$ cat src/shared/bsc_pkg.sv
// Package of constants for the boundary-scan test access port.
// Assumes a 40 MHz system clock that oversamples the test clock.
package bsc_pkg;

   // ----------------------------------------
   // Instruction register
   // ----------------------------------------
   localparam int          IR_W          = 4;
   localparam logic [3:0]  INS_EXTEST    = 4'h0;
   localparam logic [3:0]  INS_SAMPLE    = 4'h1;
   localparam logic [3:0]  INS_IDCODE    = 4'h2;
   localparam logic [3:0]  INS_HIGHZ     = 4'h3;
   localparam logic [3:0]  INS_BYPASS    = 4'hF;
   // Fixed low bits captured in Capture-IR
   localparam logic [3:0]  IR_CAPTURE    = 4'h1;

   // ----------------------------------------
   // Identification register layout
   // ----------------------------------------
   localparam int          ID_W          = 32;
   localparam int          ID_VER_LSB    = 28;
   localparam int          ID_PART_LSB   = 12;
   localparam int          ID_MFR_LSB    = 1;
   // Values arbitrary, not a real vendor or part
   localparam logic [3:0]  ID_VERSION    = 4'h1;
   localparam logic [15:0] ID_PART       = 16'h1234;
   localparam logic [10:0] ID_MFR        = 11'h055;

   // ----------------------------------------
   // Boundary register and reset sequence
   // ----------------------------------------
   localparam int          BSR_W         = 8;
   localparam int          TMS_RESET_CNT = 5;

   typedef enum logic [3:0] {
      TS_RESET, TS_IDLE, TS_SEL_DR, TS_CAP_DR, TS_SH_DR, TS_EX1_DR, TS_PAU_DR, TS_EX2_DR, TS_UPD_DR,
      TS_SEL_IR, TS_CAP_IR, TS_SH_IR, TS_EX1_IR, TS_PAU_IR, TS_EX2_IR, TS_UPD_IR
   } bsc_state_t;

endpackage

$ cat src/design/bsc_tap.sv
// Boundary-scan test access port: TAP state machine, instruction,
// bypass, identification and boundary registers.
// Assumes test pins are asynchronous and the test clock is much slower
// than sys_clk, which samples it and finds its edges.
`timescale 1ns/1ps
module bsc_tap
   import bsc_pkg::*;
(
   input  wire logic             sys_clk,
   input  wire logic             rst_b,
   input  wire logic             tck,
   input  wire logic             tms,
   input  wire logic             tdi,
   input  wire logic             trst_b,
   output logic                  tdo,
   output logic                  tdo_oe,
   input  wire logic [BSR_W-1:0] pin_in,
   input  wire logic [BSR_W-1:0] core_out,
   output logic      [BSR_W-1:0] bsr_out,
   output logic                  test_ctl,
   output logic                  out_hiz,
   output logic                  tap_in_reset
);

   // ----------------------------------------
   // Input synchronisers
   // ----------------------------------------
   logic [1:0] tck_s_r, tms_s_r, tdi_s_r, trst_s_r;
   logic       tck_d_r;
   logic       tck_rise, tck_fall, trst_act;

   always_ff @(posedge sys_clk or negedge rst_b) begin
      if (!rst_b) begin
         tck_s_r  <= 2'h0;
         tms_s_r  <= 2'h3;
         tdi_s_r  <= 2'h3;
         trst_s_r <= 2'h3;
         tck_d_r  <= 1'b0;
      end else begin
         tck_s_r  <= {tck_s_r[0], tck};
         tms_s_r  <= {tms_s_r[0], tms};
         tdi_s_r  <= {tdi_s_r[0], tdi};
         trst_s_r <= {trst_s_r[0], trst_b};
         tck_d_r  <= tck_s_r[1];
      end
   end

   assign tck_rise = tck_s_r[1] & ~tck_d_r;
   assign tck_fall = ~tck_s_r[1] & tck_d_r;
   // Test reset, low active; unused pin held high
   assign trst_act = ~trst_s_r[1];

   // ----------------------------------------
   // State machine and registers
   // ----------------------------------------
   bsc_state_t       st_r, st_nxt;
   logic [IR_W-1:0]  ir_sh_r, ir_sh_nxt, ir_r, ir_nxt;
   logic [ID_W-1:0]  dr_sh_r, dr_sh_nxt;
   logic [BSR_W-1:0] bsr_out_r, bsr_out_nxt;
   logic             tdo_r, tdo_nxt;
   logic             sel_bsr;
   logic [ID_W-1:0]  id_word;

   assign id_word = {ID_VERSION, ID_PART, ID_MFR, 1'b1};
   assign sel_bsr = (ir_r == INS_EXTEST) || (ir_r == INS_SAMPLE);

   always_comb begin
      st_nxt      = st_r;
      ir_sh_nxt   = ir_sh_r;
      ir_nxt      = ir_r;
      dr_sh_nxt   = dr_sh_r;
      bsr_out_nxt = bsr_out_r;
      tdo_nxt     = tdo_r;
      if (tck_rise) begin
         case (st_r)
            TS_RESET:  st_nxt = tms_s_r[1] ? TS_RESET  : TS_IDLE;
            TS_IDLE:   st_nxt = tms_s_r[1] ? TS_SEL_DR : TS_IDLE;
            TS_SEL_DR: st_nxt = tms_s_r[1] ? TS_SEL_IR : TS_CAP_DR;
            TS_CAP_DR: st_nxt = tms_s_r[1] ? TS_EX1_DR : TS_SH_DR;
            TS_SH_DR:  st_nxt = tms_s_r[1] ? TS_EX1_DR : TS_SH_DR;
            TS_EX1_DR: st_nxt = tms_s_r[1] ? TS_UPD_DR : TS_PAU_DR;
            TS_PAU_DR: st_nxt = tms_s_r[1] ? TS_EX2_DR : TS_PAU_DR;
            TS_EX2_DR: st_nxt = tms_s_r[1] ? TS_UPD_DR : TS_SH_DR;
            TS_UPD_DR: st_nxt = tms_s_r[1] ? TS_SEL_DR : TS_IDLE;
            // Select-high path from any state reaches reset in five
            TS_SEL_IR: st_nxt = tms_s_r[1] ? TS_RESET  : TS_CAP_IR;
            TS_CAP_IR: st_nxt = tms_s_r[1] ? TS_EX1_IR : TS_SH_IR;
            TS_SH_IR:  st_nxt = tms_s_r[1] ? TS_EX1_IR : TS_SH_IR;
            TS_EX1_IR: st_nxt = tms_s_r[1] ? TS_UPD_IR : TS_PAU_IR;
            TS_PAU_IR: st_nxt = tms_s_r[1] ? TS_EX2_IR : TS_PAU_IR;
            TS_EX2_IR: st_nxt = tms_s_r[1] ? TS_UPD_IR : TS_SH_IR;
            TS_UPD_IR: st_nxt = tms_s_r[1] ? TS_SEL_DR : TS_IDLE;
            default:   st_nxt = TS_RESET;
         endcase
         case (st_r)
            TS_CAP_DR: begin
               if (ir_r == INS_IDCODE)
                  dr_sh_nxt = id_word;
               else if (sel_bsr)
                  // Pins for sample, core outputs for extest
                  dr_sh_nxt = {{(ID_W-BSR_W){1'b0}}, (ir_r == INS_SAMPLE) ? pin_in : core_out};
               else
                  dr_sh_nxt = '0;
            end
            TS_SH_DR: begin
               // Shift in at selected length, LSB out first
               if (ir_r == INS_IDCODE)
                  dr_sh_nxt = {tdi_s_r[1], dr_sh_r[ID_W-1:1]};
               else if (sel_bsr)
                  dr_sh_nxt = {{(ID_W-BSR_W){1'b0}}, tdi_s_r[1], dr_sh_r[BSR_W-1:1]};
               else
                  dr_sh_nxt = {{(ID_W-1){1'b0}}, tdi_s_r[1]};
            end
            TS_UPD_DR: if (sel_bsr) bsr_out_nxt = dr_sh_r[BSR_W-1:0];
            TS_CAP_IR: ir_sh_nxt = IR_CAPTURE;
            TS_SH_IR:  ir_sh_nxt = {tdi_s_r[1], ir_sh_r[IR_W-1:1]};
            TS_UPD_IR: ir_nxt = ir_sh_r;
            TS_RESET:  ir_nxt = INS_IDCODE;
            default:   ;
         endcase
      end
      // Output bit changes on falling edge
      if (tck_fall) begin
         tdo_nxt = (st_r == TS_SH_IR) ? ir_sh_r[0] : dr_sh_r[0];
      end
      if (trst_act) begin
         st_nxt = TS_RESET;
         ir_nxt = INS_IDCODE;
      end
   end

   // Comes up in reset only via sys reset, not on its own test clock
   always_ff @(posedge sys_clk or negedge rst_b) begin
      if (!rst_b) begin
         st_r      <= TS_RESET;
         ir_sh_r   <= IR_CAPTURE;
         ir_r      <= INS_IDCODE;
         dr_sh_r   <= '0;
         bsr_out_r <= '0;
         tdo_r     <= 1'b0;
      end else begin
         st_r      <= st_nxt;
         ir_sh_r   <= ir_sh_nxt;
         ir_r      <= ir_nxt;
         dr_sh_r   <= dr_sh_nxt;
         bsr_out_r <= bsr_out_nxt;
         tdo_r     <= tdo_nxt;
      end
   end

   // ----------------------------------------
   // Outputs
   // ----------------------------------------
   assign tdo     = tdo_r;
   assign tdo_oe  = (st_r == TS_SH_DR) || (st_r == TS_SH_IR);
   assign bsr_out = bsr_out_r;
   // Extest takes the pins away from the buffer
   assign test_ctl     = (ir_r == INS_EXTEST) && (st_r != TS_RESET);
   assign out_hiz      = (ir_r == INS_HIGHZ) && (st_r != TS_RESET);
   // Tells buffer logic the port is reset
   assign tap_in_reset = (st_r == TS_RESET);

endmodule // bsc_tap

$ cat config.mk
export PLATFORM = sky130hd
export DESIGN_NAME = bsc_tap
export DESIGN_NICKNAME = d
export VERILOG_FILES = /design/src/shared/bsc_pkg.sv /design/src/design/bsc_tap.sv
export SDC_FILE = /design/constraint.sdc
export NUM_CORES = 1
export LEC_CHECK = 0
export ABC_AREA = 1
export BUFFER_PORTS_ARGS = -buffer_cell sky130_fd_sc_hd__buf_2
export CORE_MARGIN = 2
export CORE_UTILIZATION = 42
export CTS_CLUSTER_SIZE = 25
export DETAILED_ROUTE_END_ITERATION = 8
export GPL_TIMING_DRIVEN = 0
export PLACE_DENSITY = 0.7
export RECOVER_POWER = 25
export SLEW_MARGIN = 20
export SYNTH_ARGS = -nofsm -noshare
export SYNTH_HDL_FRONTEND = slang
export SYNTH_SLANG_ARGS = --single-unit
export TNS_END_PERCENT = 20
$ cat constraint.sdc
create_clock -name sys_clk -period 3.38 [get_ports sys_clk]
set_input_delay 0.169 -clock sys_clk [delete_from_list [all_inputs] [get_ports sys_clk]]
set_output_delay 0.169 -clock sys_clk [all_outputs]
set_load 0.02 [all_outputs]
Yosys cells after proc, flatten, opt, wreduce, memory -nomap -nowiden --
Index checks and enable logic that the tools add are counted. W data, S select, Z words.
Storage, ports and cells: bits in registers 62, logic and storage cells 77
Operators by class: multiplexer cells 26, reductions and logical operators 16, eq/ne operators 20, bitwise gates (word level) 4
Operator list (number):
- $pmux W32 S2 | 1
- $pmux W4 S12 | 1
- $eq A4 B4 Y1 const B | 8
- $mux W32 | 1
- $mux W4 | 8
- $mux W29 | 1
- $mux W8 | 3
- $eq A4 B2 Y1 const B | 4
- $eq A4 B3 Y1 const B | 4
- $pmux W4 S2 | 2
- $eq A4 B1 Y1 const B | 2
- $logic_not A4 Y1 | 2
- $mux W2 | 3
- $mux W3 | 2
- $reduce_and A2 Y1 | 3
- $mux W1 | 4
- $reduce_bool A2 Y1 | 2
- $reduce_bool A4 Y1 | 1
- $reduce_or A2 Y1 | 2
- $ne A3 B2 Y1 const B | 1
- $reduce_and A3 Y1 | 1
- $reduce_or A3 Y1 | 1
- $and A1 B1 Y1 | 2
- $logic_and A1 B1 Y1 | 2
- other kinds (3) | 5

Depth between registers and ports, before layout --
depth after elaboration 5, depth in mapped cells 10

Worst setup path after synthesis --
No wires, ideal clock.
path type reg-to-reg, from register ir_r[3], to register bsr_out_r[7], in the netlist bsr_out[7], library setup time 0.117 ns, arrival time 1.406 ns, data required time 3.263 ns, cell stages (with the launch flop) 8, slack 1.857 ns, cell sequence dfrtp_1 > nor2_4 > nand2_1 > or3_1 > buf_2 > buf_6 > nand2_2 > o21ai_2
Between the ends: word-level cells in the longest chain between the ends 3, elaborated cells on any way between the ends 4
Ends and longest elaborated chain:
- from (decl) | line bsc_tap.sv:57 | logic [IR_W-1:0] ir_sh_r, ir_sh_nxt, ir_r, ir_nxt;
- from (signal assigned) | line bsc_tap.sv:144 | ir_r <= ir_nxt;
- $eq A4 B1 Y1 / $logic_not A4 Y1 (equally long branches) | line bsc_tap.sv:65 | assign sel_bsr = (ir_r == INS_EXTEST) || (ir_r == INS_SAMPLE);
- $logic_or A1 B1 Y1 * | line bsc_tap.sv:65
- $reduce_and A3 Y1 (no source line) *
- to (signal assigned) | line bsc_tap.sv:146 | bsr_out_r <= bsr_out_nxt;
- to (decl) | line bsc_tap.sv:59 | logic [BSR_W-1:0] bsr_out_r, bsr_out_nxt;
Every way passes the cells marked *; elsewhere a longest branch is shown, timed or not. A chain may end at the register's enable or synchronous reset.

Worst setup path after layout --
from register st_r[2], to output port tdo_oe
Between the ends: word-level cells in the longest chain between the ends 2, elaborated cells on any way between the ends 3
Ends and longest elaborated chain:
- from (decl) | line bsc_tap.sv:56 | bsc_state_t st_r, st_nxt;
- from (signal assigned) | line bsc_tap.sv:142 | st_r <= st_nxt;
- $eq A4 B3 Y1 / $eq A4 B4 Y1 (equally long branches) | line bsc_tap.sv:155 | assign tdo_oe = (st_r == TS_SH_DR) || (st_r == TS_SH_IR);
- $logic_or A1 B1 Y1 * | line bsc_tap.sv:155
- to (decl) | line bsc_tap.sv:16 | output logic tdo_oe,
Marked as above.

==> Implementation_results.wiki <==
{| class="wikitable"
! Metric !! Value
|-
| Status || finished with violations
|-
| Failing checks || max-capacitance violations
|-
| Die Footprint || 0.00788 mm2
|-
| Syn_area_per_cell || 8.01 um2
|-
| Cell internal pwr || 1140 uW
|-
| First DRT Iteration DRCs || 107
|-
| Worst hold path depth || 5
|-
| Global-route wire length before repair || 11300 um
|-
| Via count normalized by instance count || 4.92
|-
| Post-Syn Instances || 377
|-
| Critical Path Source || st_r[2]$_DFFE_PN0P_
|-
| Pin count of the biggest net entering global routing || 63
|-
| Fmax achieved || 536 MHz
|-
| Die Span X || 88.8 um
|-
| Count of boundary I/O pins || 35
|-
| Number of warnings reported in the yosys synthesis log || 0
|-
| Remaining max-slew budget at the tightest pin || 0.0520%
|-
| Setup repair after global routing missed its margin || no
|-
| Power share of the sequential group || 50.8%
|-
| Hold violation count in the final report || 0
|-
| Design Power || 1500 uW
|-
| Number of inserted diodes || 0
|-
| Placer's final routability congestion estimate || 0.894
|-
| Clock latency on the worst-skew pair || 0.35 ns
|-
| Arrival time at the worst endpoint || 1.70 ns
|-
| Number of remaining DRC errors || 0
|-
| Initial cell density of the core || 43.9%
|-
| Path category of the worst min-delay check || in2reg
|-
| Power per standard cell area || 423 mW/mm2
|-
| Element type at the critical path start || flop
|-
| Combinational share of power || 5.6%
|-
| Cell leakage power || 0.00178 uW
|-
| Min Tclk post-route || 1.87 ns
|-
| Leftover overflow at the end of global routing || 0
|-
| Switching pwr || 357 uW
|-
| Clock tree buffer depth || 2
|-
| Origin of the worst min-delay path || pin_in[6]
|-
| Die height || 88.8 um
|-
| Final critical-path share of the clock period || 55.2%
|-
| Max Clock Skew || 0.0124 ns
|-
| Total wirelength of the detailed-routed design || 6760 um
|-
| Kind of end point of the critical path || primary output
|-
| Post-synth design cell area || 0.00302 mm2
|-
| Slew at the pin with the worst max-slew slack || 1.50 ns
|-
| Reg-to-reg critical path startpoint || ir_r[3]$_DFFE_PN0P_
|-
| Final count of negative-setup-slack endpoints || 0
|-
| Clock transition at the registers of the reported paths || 0.07 ns
|-
| Final nets || 449
|-
| Clk network pwr share || 43.6%
|-
| Final setup slack of the worst path || 1.51 ns
|-
| Depth of the most critical reg-to-reg path || 7
|-
| Cell at the root of the clock tree || clkbuf_8
|-
| Routed metal-1 wire length || 3200 um
|-
| Via count of the first global-routing pass || 2417
|-
| Overall Global Routing Usage || 18.9%
|-
| Placeable Area || 0.00687 mm2
|-
| H-tree depth || 3
|-
| Total Negative Setup Slacks || 0 ns
|-
| TritonCTS buffer count || 9
|-
| Count of cell types in the netlist || 27
|-
| Post-detailed-route count of antenna-violating nets || 0
|-
| Proportion of synthesized chip area in sequential cells || 51.7%
|-
| Number of detailed-routing iterations run before antenna repair || 4
|-
| Via count of the routed design || 2596
|-
| Total length of routed met2 wires || 3150 um
|-
| Max-cap check violation count || 1
|-
| Setup WS pre-CTS || 1.68 ns
|-
| Placement row count || 30
|-
| Critical path data required time || 3.21 ns
|-
| Routed length per instance || 12.8 um
|-
| Number of antenna violations at the first check in global routing || 0
|-
| Peak VDD IR || 0.000242 V
|-
| Critical path class || reg2out
|-
| HPWL after detailed placement || 4820 um
|-
| Sinks on Clock Net || 62
|-
| Port Buffer Count || 34
|-
| Number of nets produced by synthesis || 399
|-
| Synthesis-stage register bit count || 62
|-
| Syn-to-layout area delta || 17.3%
|-
| Maximum fanout along the worst path || 10
|-
| Total met3 wirelength after detailed routing || 268 um
|-
| Worst-case hold slack || 0.168 ns
|-
| Sw frac || 23.8%
|-
| Layout cell share with drive strength beyond 1 || 18.3%
|-
| Highest metal layer with signal wires || met4
|-
| CTS tree || done
|-
| Max-slew violations || 0
|}
-- cell usage after synthesis --
library cell / instances / area share, %
nor2_1: 35 / 4.4
nor3_1: 2 / 0.33
o211ai_1: 2 / 0.50
nor2_2: 2 / 0.41
dfrtp_1: 54 / 45
a21oi_1: 7 / 1.2
nand3_2: 1 / 0.33
o21ai_1: 23 / 3.8
buf_4: 1 / 0.25
nor2_4: 4 / 1.5
nand2_2: 4 / 0.83
o21ai_2: 8 / 2.3
dfstp_2: 8 / 7.0
inv_1: 34 / 4.2
a31oi_1: 1 / 0.21
buf_2: 3 / 0.50
o22ai_1: 2 / 0.41
nand3_1: 22 / 3.6
o21ai_0: 28 / 4.6
clkbuf_1: 1 / 0.12
buf_6: 6 / 2.2
or3_1: 1 / 0.21
nand2_1: 122 / 15
nand4_1: 2 / 0.41
inv_2: 2 / 0.25
clkinv_2: 1 / 0.17
nand3b_1: 1 / 0.25
-- power groups by stage --
stage | logic [uW] | clock network (uW) | registers, uW
finish | 84.2 | 654 | 761
global route | 96.3 | 693 | 762
CTS | 86.3 | 663 | 761
detailed placement | 81.4 | 0 | 774
global placement | 80.5 | 0 | 774
floorplan | 38.3 | 0 | 775
-- cell families (layout without fill, tap and decap cells) --
logic type / after synthesis / in the layout / share of synthesized area (%)
and+or+nand+nor: 196 / 196 / 27.4
AOI/OAI and AO/OA: 71 / 71 / 13.1
DFF: 62 / 62 / 51.7
buffers and inverters: 48 / 103 / 7.75
-- path summary, 6_finish.rpt --
check / to / slack [ns]
worst max-delay path: tdo_oe / 1.51
worst min-delay path: dr_sh_r[6]$_DFFE_PN0P_ / 0.17
worst max register to register: bsr_out[6]$_DFFE_PN0P_ / 1.68
worst min register to register: tms_s_r[1]$_DFF_PN1_ / 0.34
max in group asynchronous: dr_sh_r[16]$_DFFE_PN0P_ / 1.75
min in group asynchronous: ir_r[2]$_DFFE_PN0P_ / 0.73
-- final cells by class --
class | count | area, um2
Fill cell | 686 | 3330
Sequential cell | 62 | 1560
Multi-Input combinational cell | 267 | 1220
Timing Repair Buffer | 39 | 209
Clock buffer | 12 | 145
Inverter | 37 | 140
Tap cell | 96 | 120
Buffer | 11 | 93.8
Clock inverter | 4 | 48.8
-- critical path: stages, from the launching register on --
cell and delay, ns:
dfrtp_1 0.48, inv_2 0.05, nor2_2 0.21, nand2_2 0.13, buf_2 0.22, nand2_1 0.09
buf_2 0.16
-- placed cells by master (no fill, tap or decap), types with 2 or more instances in the layout --
master / synthesis / final
a21oi_1: 7 / 7
buf_2: 3 / 27
buf_6: 6 / 6
clkbuf_1: 1 / 12
clkbuf_8: 0 / 10
clkinv_2: 1 / 3
dfrtp_1: 54 / 54
dfstp_2: 8 / 8
dlygate4sd3_1: 0 / 5
inv_1: 34 / 34
inv_2: 2 / 2
nand2_1: 122 / 122
nand2_2: 4 / 4
nand3_1: 22 / 22
nand4_1: 2 / 2
nor2_1: 35 / 35
nor2_2: 2 / 2
nor2_4: 4 / 4
nor3_1: 2 / 2
o211ai_1: 2 / 2
o21ai_0: 28 / 28
o21ai_1: 23 / 23
o21ai_2: 8 / 8
o22ai_1: 2 / 2
-- layer usage --
metal  vias up  GRT usage (%)
met2        54           29.1
met1      1227           26.1
met4         0           8.68
met5         -              0
li1       1305              -
met3        10           3.26
-- state kept, by name, summed over array words and instances, names as in the netlist --
name / cells
bsr_out: 8
dr_sh_r: 32
ir_r: 4
ir_sh_r: 4
st_r: 4
tck_d_r: 1
tck_s_r: 2
tdi_s_r: 2
tdo: 1
tms_s_r: 2
trst_s_r: 2
-- stage by stage --
stage,utilization [%],instances,cell area (um2)
6_report,51.5,528,3540
3_3_place_gp,48.2,507,3310
2_1_floorplan,-,377,3020
4_1_cts,51.7,528,3550
5_1_grt,51.5,528,3540
3_5_place_dp,48.2,507,3310
-- timing repair --
action	in CTS	in global routing
gates resized for setup	0	0
hold buffers	5	0
buffers inserted	0	0
hold endpoints to repair	58	0
(Power assumes the default switching activity.)
